## src/pkg/ciu_pkg.sv

```systemverilog
// Purpose: constants and carriers for the cpu interrupt handling unit
// Assumes: 8 request sources, 13-bit program counter, wishbone data 32
// Notes: vector slots are two words apart, reset at slot zero
// Operation
// - reset and each source get own vector, low program memory by default.
// - a source is taken only with its enable and global enable both one.
// - simultaneous requests: lower vector address wins; reset first, then source zero.
// - select bit moves vectors to boot start; boot fuse moves reset vector.
// - boot lock bits suppress interrupts depending on program counter region.
// - accepting clears global enable; software may set it again for nesting.
// - return-from-interrupt sets global enable.
// - flag-type source flag cleared by hardware when vectored.
// - writing one to a flag clears it; zero leaves it.
// - flag sets even when source disabled, held until serviced or cleared.
// - flags held while global enable clear, then served by priority.
// - level sources request only while condition persists.
// - after return one main instruction runs before any interrupt.
// - clear-global-enable acts at once, even against same-cycle requests.
// - after set-global-enable the next instruction runs first.
// - entry takes four cycles pushing the program counter.
// - requests during multi-cycle instruction wait for its completion.
// - waking from sleep adds four cycles to entry.
// - return takes four cycles: pop two bytes, stack pointer plus two, set enable.
// - global enable sits in control register bit 7.
// - interrupt push lowers stack pointer by two; stack grows down.
package ciu_pkg;
	localparam int NSRC = 8;
	localparam int PCW = 13;
	// which sources are level type (no flag)
	localparam logic [7:0] LEVEL_MASK = 8'hc0;
	localparam logic [12:0] BOOT_START = 13'h1c00;
	localparam logic [12:0] VEC_STEP = 13'h0002;
	localparam logic [12:0] APP_BASE = 13'h0000;
	// wishbone byte offsets
	localparam logic [7:0] OFF_CTRL = 8'h00;
	localparam logic [7:0] OFF_ENABLE = 8'h04;
	localparam logic [7:0] OFF_FLAG = 8'h08;
	localparam logic [7:0] OFF_STATUS = 8'h0c;
	localparam logic [7:0] OFF_SP = 8'h10;
	// control register bits
	localparam int B_VSEL = 0;
	localparam int B_LOCK_APP = 1;
	localparam int B_LOCK_BOOT = 2;
	localparam int B_BOOT_FUSE = 3;
	localparam int B_GIE = 7;
	localparam logic [15:0] SP_RESET = 16'h0000;
	// cycle counts of each sequence
	localparam int ENTRY_CYC = 4;
	localparam int WAKE_CYC = 4;
	localparam int RETURN_FROM_IRQ_INSTR_CYC = 4;
	localparam logic [1:0] ENTRY_LAST = 2'(ENTRY_CYC - 1);
	localparam logic [1:0] WAKE_LAST = 2'(WAKE_CYC - 1);
	localparam logic [1:0] RETURN_FROM_IRQ_INSTR_LAST = 2'(RETURN_FROM_IRQ_INSTR_CYC - 1);

	typedef enum logic [1:0] {
		ST_IDLE = 2'b00,
		ST_WAKE = 2'b01,
		ST_ENTRY = 2'b10,
		ST_RETURN_FROM_IRQ_INSTR = 2'b11
	} ciu_state_t;

	// per-cycle information from the pipeline
	typedef struct packed {
		logic instr_done;
		logic is_cli;
		logic is_sei;
		logic is_return_from_irq_instr;
		logic asleep;
		logic [12:0] pc;
	} ciu_pipe_t;

	// stack memory request
	typedef struct packed {
		logic we;
		logic re;
		logic [15:0] addr;
		logic [7:0] wdata;
	} ciu_mem_t;
endpackage

```

## src/design/ciu_top.sv

```systemverilog
// Purpose: interrupt and reset vectoring beside an 8-bit cpu pipeline
// Assumes: stack read data arrives one cycle after the read request
// Notes: wishbone classic slave, one wait state, all outputs registered
`timescale 1ns/100ps
`default_nettype none
module ciu_top
	import ciu_pkg::*;
(
	input wire logic mclk_in,
	input wire logic resetn_in,
	input wire logic wb_cyc_in,
	input wire logic wb_stb_in,
	input wire logic wb_we_in,
	input wire logic [7:0] wb_adr_in,
	input wire logic [3:0] wb_sel_in,
	input wire logic [31:0] wb_dat_in,
	output logic [31:0] wb_dat_out,
	output logic wb_ack_out,
	input wire ciu_pipe_t pipe_in,
	input wire logic [7:0] src_event_in,
	input wire logic [7:0] src_level_in,
	input wire logic [7:0] mem_rdata_in,
	output ciu_mem_t mem_out,
	output logic stall_out,
	output logic irq_take_out,
	output logic [12:0] irq_vec_out,
	output logic pc_load_out,
	output logic [12:0] pc_target_out,
	output logic [12:0] reset_vector_out,
	output logic global_en_out,
	output logic wake_out
);

	typedef struct packed {
		ciu_state_t state;
		logic [1:0] cnt;
		logic gie;
		logic [3:0] ctrl;
		logic [7:0] enable;
		logic [7:0] flag;
		logic [15:0] sp;
		logic [12:0] ret_pc;
		logic [12:0] vec;
		logic ack;
		logic [31:0] rdata;
		ciu_mem_t mem;
		logic stall;
		logic take;
		logic pc_load;
		logic [12:0] pc_target;
		logic [12:0] rst_vec;
		logic wake;
	} ciu_regs_t;

	logic rst_meta_reg;
	logic rst_sync_reg;
	ciu_regs_t r_reg;
	ciu_regs_t r_next;

	// lowest index with a request, which is the lowest vector address
	function automatic logic [2:0] pick_first(input logic [7:0] req);
		logic [2:0] idx;
		idx = 3'h0;
		for (int i = NSRC - 1; i >= 0; i--) begin
			if (req[i]) begin
				idx = 3'(i);
			end
		end
		return idx;
	endfunction

	// merge written bytes under the byte enables
	function automatic logic [31:0] lane_merge(input logic [31:0] old,
		input logic [31:0] wr, input logic [3:0] sel);
		logic [31:0] res;
		res = old;
		for (int b = 0; b < 4; b++) begin
			if (sel[b]) begin
				res[8*b +: 8] = wr[8*b +: 8];
			end
		end
		return res;
	endfunction

	// reset release through two flops
	always_ff @(posedge mclk_in or negedge resetn_in) begin
		if (!resetn_in) begin
			rst_meta_reg <= 1'b0;
			rst_sync_reg <= 1'b0;
		end else begin
			rst_meta_reg <= 1'b1;
			rst_sync_reg <= rst_meta_reg;
		end
	end

	logic [7:0] pending;
	logic [7:0] armed;
	logic [2:0] win;
	logic [12:0] vec_base;
	logic [12:0] win_vec;
	logic pc_in_boot;
	logic locked;
	logic boundary;
	logic accept;
	logic bus_req;
	logic bus_wr;
	logic [31:0] ctrl_word;
	logic [31:0] wmerge;

	// request qualification and arbitration
	always_comb begin
		// flag sources from held flags, level sources only while present
		pending = (r_reg.flag & ~LEVEL_MASK)
			| (src_level_in & LEVEL_MASK);
		armed = pending & r_reg.enable;
		win = pick_first(armed);
		vec_base = r_reg.ctrl[B_VSEL] ? BOOT_START : APP_BASE;
		// slot zero is reset, sources follow in order
		win_vec = vec_base + VEC_STEP * (13'(win) + 13'h0001);
		pc_in_boot = pipe_in.pc >= BOOT_START;
		// a lock stops vectoring into the other section
		locked = (r_reg.ctrl[B_LOCK_APP] && !r_reg.ctrl[B_VSEL]
			&& pc_in_boot)
			|| (r_reg.ctrl[B_LOCK_BOOT] && r_reg.ctrl[B_VSEL]
			&& !pc_in_boot);
		// only at the end of a whole instruction, or while asleep
		boundary = pipe_in.instr_done || pipe_in.asleep;
		accept = (r_reg.state == ST_IDLE) && boundary && r_reg.gie
			&& (armed != 8'h00) && !locked
			&& !pipe_in.is_cli
			&& !pipe_in.is_sei
			&& !pipe_in.is_return_from_irq_instr;
	end

	// bus decode helpers
	always_comb begin
		bus_req = wb_cyc_in && wb_stb_in && !r_reg.ack;
		bus_wr = bus_req && wb_we_in;
		ctrl_word = 32'h0000_0000;
		ctrl_word[B_GIE] = r_reg.gie;
		ctrl_word[3:0] = r_reg.ctrl;
		case (wb_adr_in)
			OFF_CTRL: wmerge = lane_merge(ctrl_word, wb_dat_in, wb_sel_in);
			OFF_ENABLE: wmerge = lane_merge({24'h0, r_reg.enable},
				wb_dat_in, wb_sel_in);
			OFF_SP: wmerge = lane_merge({16'h0, r_reg.sp},
				wb_dat_in, wb_sel_in);
			default: wmerge = wb_dat_in & {{24{1'b0}}, {8{wb_sel_in[0]}}};
		endcase
	end

	// next state of the whole block
	always_comb begin
		r_next = r_reg;
		r_next.ack = bus_req;
		r_next.take = 1'b0;
		r_next.pc_load = 1'b0;
		r_next.wake = 1'b0;
		r_next.mem.we = 1'b0;
		r_next.mem.re = 1'b0;
		r_next.rst_vec = r_reg.ctrl[B_BOOT_FUSE] ? BOOT_START
			: APP_BASE;

		// register writes from software
		if (bus_wr) begin
			case (wb_adr_in)
				OFF_CTRL: begin
					r_next.ctrl = wmerge[3:0];
					r_next.gie = wmerge[B_GIE];
				end
				OFF_ENABLE: r_next.enable = wmerge[7:0];
				OFF_FLAG: r_next.flag = r_reg.flag & ~wmerge[7:0];
				OFF_SP: r_next.sp = wmerge[15:0];
				default: r_next.ctrl = r_reg.ctrl;
			endcase
		end

		// global enable from pipeline instructions
		if (pipe_in.instr_done && pipe_in.is_cli) begin
			r_next.gie = 1'b0;
		end
		if (pipe_in.instr_done && pipe_in.is_sei) begin
			r_next.gie = 1'b1;
		end

		// sequencer
		case (r_reg.state)
			ST_IDLE: begin
				r_next.cnt = 2'h0;
				if (accept) begin
					r_next.gie = 1'b0;
					r_next.take = 1'b1;
					r_next.vec = win_vec;
					r_next.ret_pc = pipe_in.pc;
					r_next.stall = 1'b1;
					r_next.wake = pipe_in.asleep;
					r_next.state = pipe_in.asleep ? ST_WAKE
						: ST_ENTRY;
					if (!LEVEL_MASK[win]) begin
						r_next.flag[win] = 1'b0;
					end
				end else if (pipe_in.instr_done && pipe_in.is_return_from_irq_instr) begin
					r_next.stall = 1'b1;
					r_next.state = ST_RETURN_FROM_IRQ_INSTR;
				end
			end
			ST_WAKE: begin
				// extra cycles on top of the sleep start-up
				r_next.cnt = r_reg.cnt + 2'h1;
				if (r_reg.cnt == WAKE_LAST) begin
					r_next.cnt = 2'h0;
					r_next.state = ST_ENTRY;
				end
			end
			ST_ENTRY: begin
				r_next.cnt = r_reg.cnt + 2'h1;
				// low byte first, then high, each one below the last
				if (r_reg.cnt == 2'h0) begin
					r_next.mem.we = 1'b1;
					r_next.mem.addr = r_reg.sp;
					r_next.mem.wdata = r_reg.ret_pc[7:0];
					r_next.sp = r_reg.sp - 16'h0001;
				end else if (r_reg.cnt == 2'h1) begin
					r_next.mem.we = 1'b1;
					r_next.mem.addr = r_reg.sp;
					r_next.mem.wdata = {3'h0, r_reg.ret_pc[12:8]};
					r_next.sp = r_reg.sp - 16'h0001;
				end
				if (r_reg.cnt == ENTRY_LAST) begin
					r_next.pc_load = 1'b1;
					r_next.pc_target = r_reg.vec;
					r_next.stall = 1'b0;
					r_next.state = ST_IDLE;
				end
			end
			ST_RETURN_FROM_IRQ_INSTR: begin
				r_next.cnt = r_reg.cnt + 2'h1;
				// high byte sits on top, low byte under it
				if (r_reg.cnt == 2'h0 || r_reg.cnt == 2'h1) begin
					r_next.mem.re = 1'b1;
					r_next.mem.addr = r_reg.sp + 16'h0001;
					r_next.sp = r_reg.sp + 16'h0001;
				end
				// pop data stands the cycle after the registered read
				if (r_reg.cnt == 2'h2) begin
					r_next.ret_pc[12:8] = mem_rdata_in[4:0];
				end
				if (r_reg.cnt == RETURN_FROM_IRQ_INSTR_LAST) begin
					r_next.ret_pc[7:0] = mem_rdata_in;
					r_next.gie = 1'b1;
					r_next.pc_load = 1'b1;
					r_next.pc_target = {r_reg.ret_pc[12:8], mem_rdata_in};
					r_next.stall = 1'b0;
					r_next.state = ST_IDLE;
				end
			end
			default: begin
				r_next.state = ST_IDLE;
				r_next.stall = 1'b0;
			end
		endcase

		// new events win over any clear in the same cycle
		r_next.flag = r_next.flag | (src_event_in & ~LEVEL_MASK);

		// read data for the answer
		case (wb_adr_in)
			OFF_CTRL: r_next.rdata = ctrl_word;
			OFF_ENABLE: r_next.rdata = {24'h0, r_reg.enable};
			OFF_FLAG: r_next.rdata = {24'h0, r_reg.flag};
			OFF_STATUS: r_next.rdata = {21'h0, r_reg.state,
				r_reg.stall, armed};
			OFF_SP: r_next.rdata = {16'h0, r_reg.sp};
			default: r_next.rdata = 32'h0000_0000;
		endcase
	end

	// one register for all state
	always_ff @(posedge mclk_in or negedge rst_sync_reg) begin
		if (!rst_sync_reg) begin
			r_reg <= '0;
			r_reg.state <= ST_IDLE;
			r_reg.sp <= SP_RESET;
			r_reg.rst_vec <= APP_BASE;
			r_reg.pc_target <= APP_BASE;
		end else begin
			r_reg <= r_next;
		end
	end

	// outputs straight from the register
	assign wb_dat_out = r_reg.rdata;
	assign wb_ack_out = r_reg.ack;
	assign mem_out = r_reg.mem;
	assign stall_out = r_reg.stall;
	assign irq_take_out = r_reg.take;
	assign irq_vec_out = r_reg.vec;
	assign pc_load_out = r_reg.pc_load;
	assign pc_target_out = r_reg.pc_target;
	assign reset_vector_out = r_reg.rst_vec;
	assign global_en_out = r_reg.gie;
	assign wake_out = r_reg.wake;
endmodule
`default_nettype wire

```

## config.mk

```make
export PLATFORM = sky130hd
export DESIGN_NAME = ciu_top
export DESIGN_NICKNAME = d
export VERILOG_FILES = /design/src/pkg/ciu_pkg.sv /design/src/design/ciu_top.sv
export SDC_FILE = /design/constraint.sdc
export NUM_CORES = 1
export LEC_CHECK = 0
export BUFFER_PORTS_ARGS = -buffer_cell sky130_fd_sc_hd__buf_2
export CORE_MARGIN = 2
export CORE_UTILIZATION = 49
export CTS_BUF_LIST = sky130_fd_sc_hd__clkbuf_16
export DETAILED_ROUTE_END_ITERATION = 10
export HOLD_SLACK_MARGIN = 0.05
export PLACE_DENSITY = 0.78
export SLEW_MARGIN = 20
export SYNTH_ARGS = -nofsm -noshare
export SYNTH_HDL_FRONTEND = slang
export SYNTH_SLANG_ARGS = --single-unit
```

## constraint.sdc

```tcl
create_clock -name mclk_in -period 3.94 [get_ports mclk_in]
set_input_delay 0.591 -clock mclk_in [delete_from_list [all_inputs] [get_ports mclk_in]]
set_output_delay 0.591 -clock mclk_in [all_outputs]
set_load 0.02 [all_outputs]
```

==> results.toml <==
[timing]
fin_crit_sh_pct = 77.7
tightest_slew_ps = 1030
maxSlewHeadroom_pct = 30.1
rsz0062_at_grt = "false"
finalSetupTns_ps = 0
finalCriticalPeriod_ps = 3060
whs_ps = 364
hold_viol_final = 0
final-max-slew-violation-count = 0
finalSetupViolCount = 0
clock.fmax_mhz = 327
fin_skew_ps = 6.98

[hold_path]
min_path_cells = 0
min-delay-path-class = "reg2reg"

[detailed_routing]
first_iter_violations = 524
route.detailed.drc = 0
vias = 6291
post_drt_wl_per_cell_um = 18.2
final_antenna_net_count = 0
wl_met1_um = 8210
drt_pass1_iterations = 5
drt-vias-per-instance = 6.03
routed.top_layer = "met4"
wl_met2_um = 8790
route.met3.wl_um = 1480
postRouteWirelength_um = 19000

[finish]
layout_common_cells = "buf_2, dfrtp_1, nand2_1"
drive_above_1_share_pct = 23.2
layout.nets = 947
largest_reg_flops = 49
areaGrowthSynthToFinish_pct = 9.72
n_antenna_cell = 0
stdcell_area_um2 = 8150
final_common_cell = "buf_2"

[pwr]
clockPowerShare_pct = 26.4
p_sw_share_pct = 40.5
power.leakage_nw = 3.83
intPower_mw = 3.41
seqPwrFrac_pct = 34.0
ir_drop_v = 0.000413
power_density_nw_per_um2 = 702
combPwrFrac_pct = 39.7
power_switching_mw = 2.31

[floorplan]
initial_core_util_pct = 49.4
core_um2 = 15000
die_x_um = 127
row_count = 45
dieArea_um2 = 16200
die_y_um = 127
io_pins = 194

[synth]
ys_types = 67
async_reset_ff_share_pct = 100
synth_ff_type = "dfrtp_1"
synth_warnings = 0
avgSynthCellArea_um2 = 9.23
syn-instance-count = 805
syn_area_um2 = 7430
yosysSeqAreaShare_pct = 41.1
ys_ff_latch = 122
synth_edf_count = 0

[outcome]
status = "complete, no violations"

[place]
hpwlAfterDp_um = 13400
place_area_um2 = 7580
gp_congestion = 0.896
port_buffers = 135

[clock_tree]
clkTransAtPathRegs_ps = 60
cts_tree = "done"
clkLatencyLatePin_ps = 420
clockRootBuffer = "clkbuf_16"
cts.sinks = 122
cts.path.max_buffers = 2
h-tree-depth = 4
post_cts_buffers = 0
holdBufCountCts = 1
cts-buffers-inserted = 17
ctsResizeCount = 0

[critical_path]
path_class = "reg2reg"
critPathMaxFanout = 20
reg2reg_slack_ps = 880
crit_top_cell = "inv_1"
cp_slowest_stage_delay_ps = 780
reg2reg_from = "r_reg[152]$_DFF_PN0_"
slowest_stage = "o21ai_2"
required_ps = 4220
critical_path.endpoint = "r_reg[120]$_DFF_PN0_"
cp_cell_sequence = "inv_1, ha_1, o21ai_2, inv_1, mux4_2, a21oi_1, o221ai_1"
arrival_ps = 3340
start_kind = "register"
endpoint_kind = "register"
r2r_cells = 7
r2r-end = "r_reg[120]$_DFF_PN0_"
startpoint = "r_reg[152]$_DFF_PN0_"

[flow_run]
maxCapViolations = 0

[grt]
first_global_vias = 5843
grt_pass1_wl_um = 30700
grt_use_total_pct = 24.2
antenna_found_initial = 0
grt_max_degree = 65
gr-total-overflow = 0
synthesized netlist by cell type, types with 4 or more instances:
master | n | area [um^2]
o22ai_1 | 15 | 93.8
o21a_1 | 4 | 30.0
o21ai_0 | 53 | 265
nand2_1 | 69 | 259
and3_1 | 13 | 81.3
mux2_2 | 16 | 180
nand2b_1 | 7 | 43.8
nor3_1 | 27 | 135
buf_2 | 6 | 30.0
a32o_1 | 4 | 40.0
a31oi_1 | 5 | 31.3
a22o_1 | 22 | 193
a21boi_0 | 5 | 37.5
nand4b_1 | 5 | 43.8
and2_1 | 8 | 50.1
o22a_1 | 4 | 35.0
nand4_1 | 14 | 87.6
a211oi_1 | 8 | 60.1
o31ai_1 | 4 | 30.0
dfrtp_1 | 122 | 3050
nand3_1 | 15 | 75.1
inv_1 | 26 | 97.6
a31o_2 | 7 | 61.3
nor4_1 | 7 | 43.8
clkbuf_1 | 49 | 184
nor3b_1 | 4 | 30.0
o221ai_1 | 12 | 105
nor2_1 | 33 | 124
a221o_1 | 5 | 50.1
o211ai_1 | 7 | 52.6
buf_4 | 97 | 728
a22oi_1 | 14 | 105
mux2i_1 | 19 | 190
a21oi_1 | 27 | 135
ha_1 | 12 | 150
and4_1 | 5 | 43.8
or3_1 | 7 | 43.8
logic make-up (layout without fill, tap and decap cells):
| logic type | Yosys count | count (layout) | share of synthesized area [%] |
|---|---|---|---|
| AND/OR/NAND/NOR | 228 | 228 | 15.9 |
| AO/OA/AOI/OAI | 222 | 222 | 21.1 |
| buffers and inverters | 180 | 200 | 14.2 |
| flip-flops | 122 | 122 | 41.1 |
| multiplexers | 36 | 36 | 5.29 |
| adder cells (fa/ha/maj) | 12 | 12 | 2.02 |
| XOR/XNOR | 3 | 3 | 0.354 |
| other | 2 | 33 | 0.101 |
worst min path at each step:
stage / from / end / slack [ps]
floorplan: resetn_in / rst_meta_reg$_DFF_PN0_ / 300
global placement: rst_meta_reg$_DFF_PN0_ / rst_sync_reg$_DFF_PN0_ / 340
detailed placement: rst_meta_reg$_DFF_PN0_ / rst_sync_reg$_DFF_PN0_ / 340
CTS: src_event_in[0] / r_reg[131]$_DFF_PN0_ / 360
global route: src_event_in[0] / r_reg[131]$_DFF_PN0_ / 350
finish: rst_meta_reg$_DFF_PN0_ / rst_sync_reg$_DFF_PN0_ / 360
power groups by stage:
| stage | combinational [mW] | clock [mW] | sequential [mW] |
|---|---|---|---|
| 3_5_place_dp | 2.23 | 0 | 1.95 |
| 5_1_grt | 2.50 | 1.60 | 2.00 |
| 2_1_floorplan | 2.03 | 0 | 1.74 |
| 3_3_place_gp | 2.18 | 0 | 1.95 |
| 4_1_cts | 2.25 | 1.53 | 1.93 |
| 6_report | 2.27 | 1.51 | 1.94 |
cell type report:
type	instances	area, um^2
tap	188	235
clock buffer	17	425
clock inverter	14	140
fill	1325	6880
timing repair buffer	143	751
multi-input combinational	534	3450
sequential	122	3060
inverter	26	97.6
per-stage QoR:
step	total power, mW	std cells	setup slack (ps)	utilization, %
after floorplan	3.78	836	289	-
after global placement	4.13	1012	1000	50.4
after detailed placement	4.18	1012	949	50.4
after CTS	5.71	1044	939	54.2
after global routing	6.09	1044	729	54.2
final	5.72	1044	879	54.2
critical path: cells and delay by family (launching register included):
family | cells | cell delay (ps)
adders and majority gates | 1 | 450
buffers and inverters | 2 | 430
muxes | 1 | 540
AOI/OAI and AO/OA | 3 | 1100
DFF | 1 | 400
metal layers:
| layer | GRT usage [%] | vias up |
|---|---|---|
| li1 | - | 2915 |
| met1 | 33.1 | 3003 |
| met2 | 37.2 | 333 |
| met3 | 6.28 | 40 |
| met4 | 8.92 | 0 |
| met5 | 0 | - |
No activity file was read; power rests on OpenSTA's default activity.
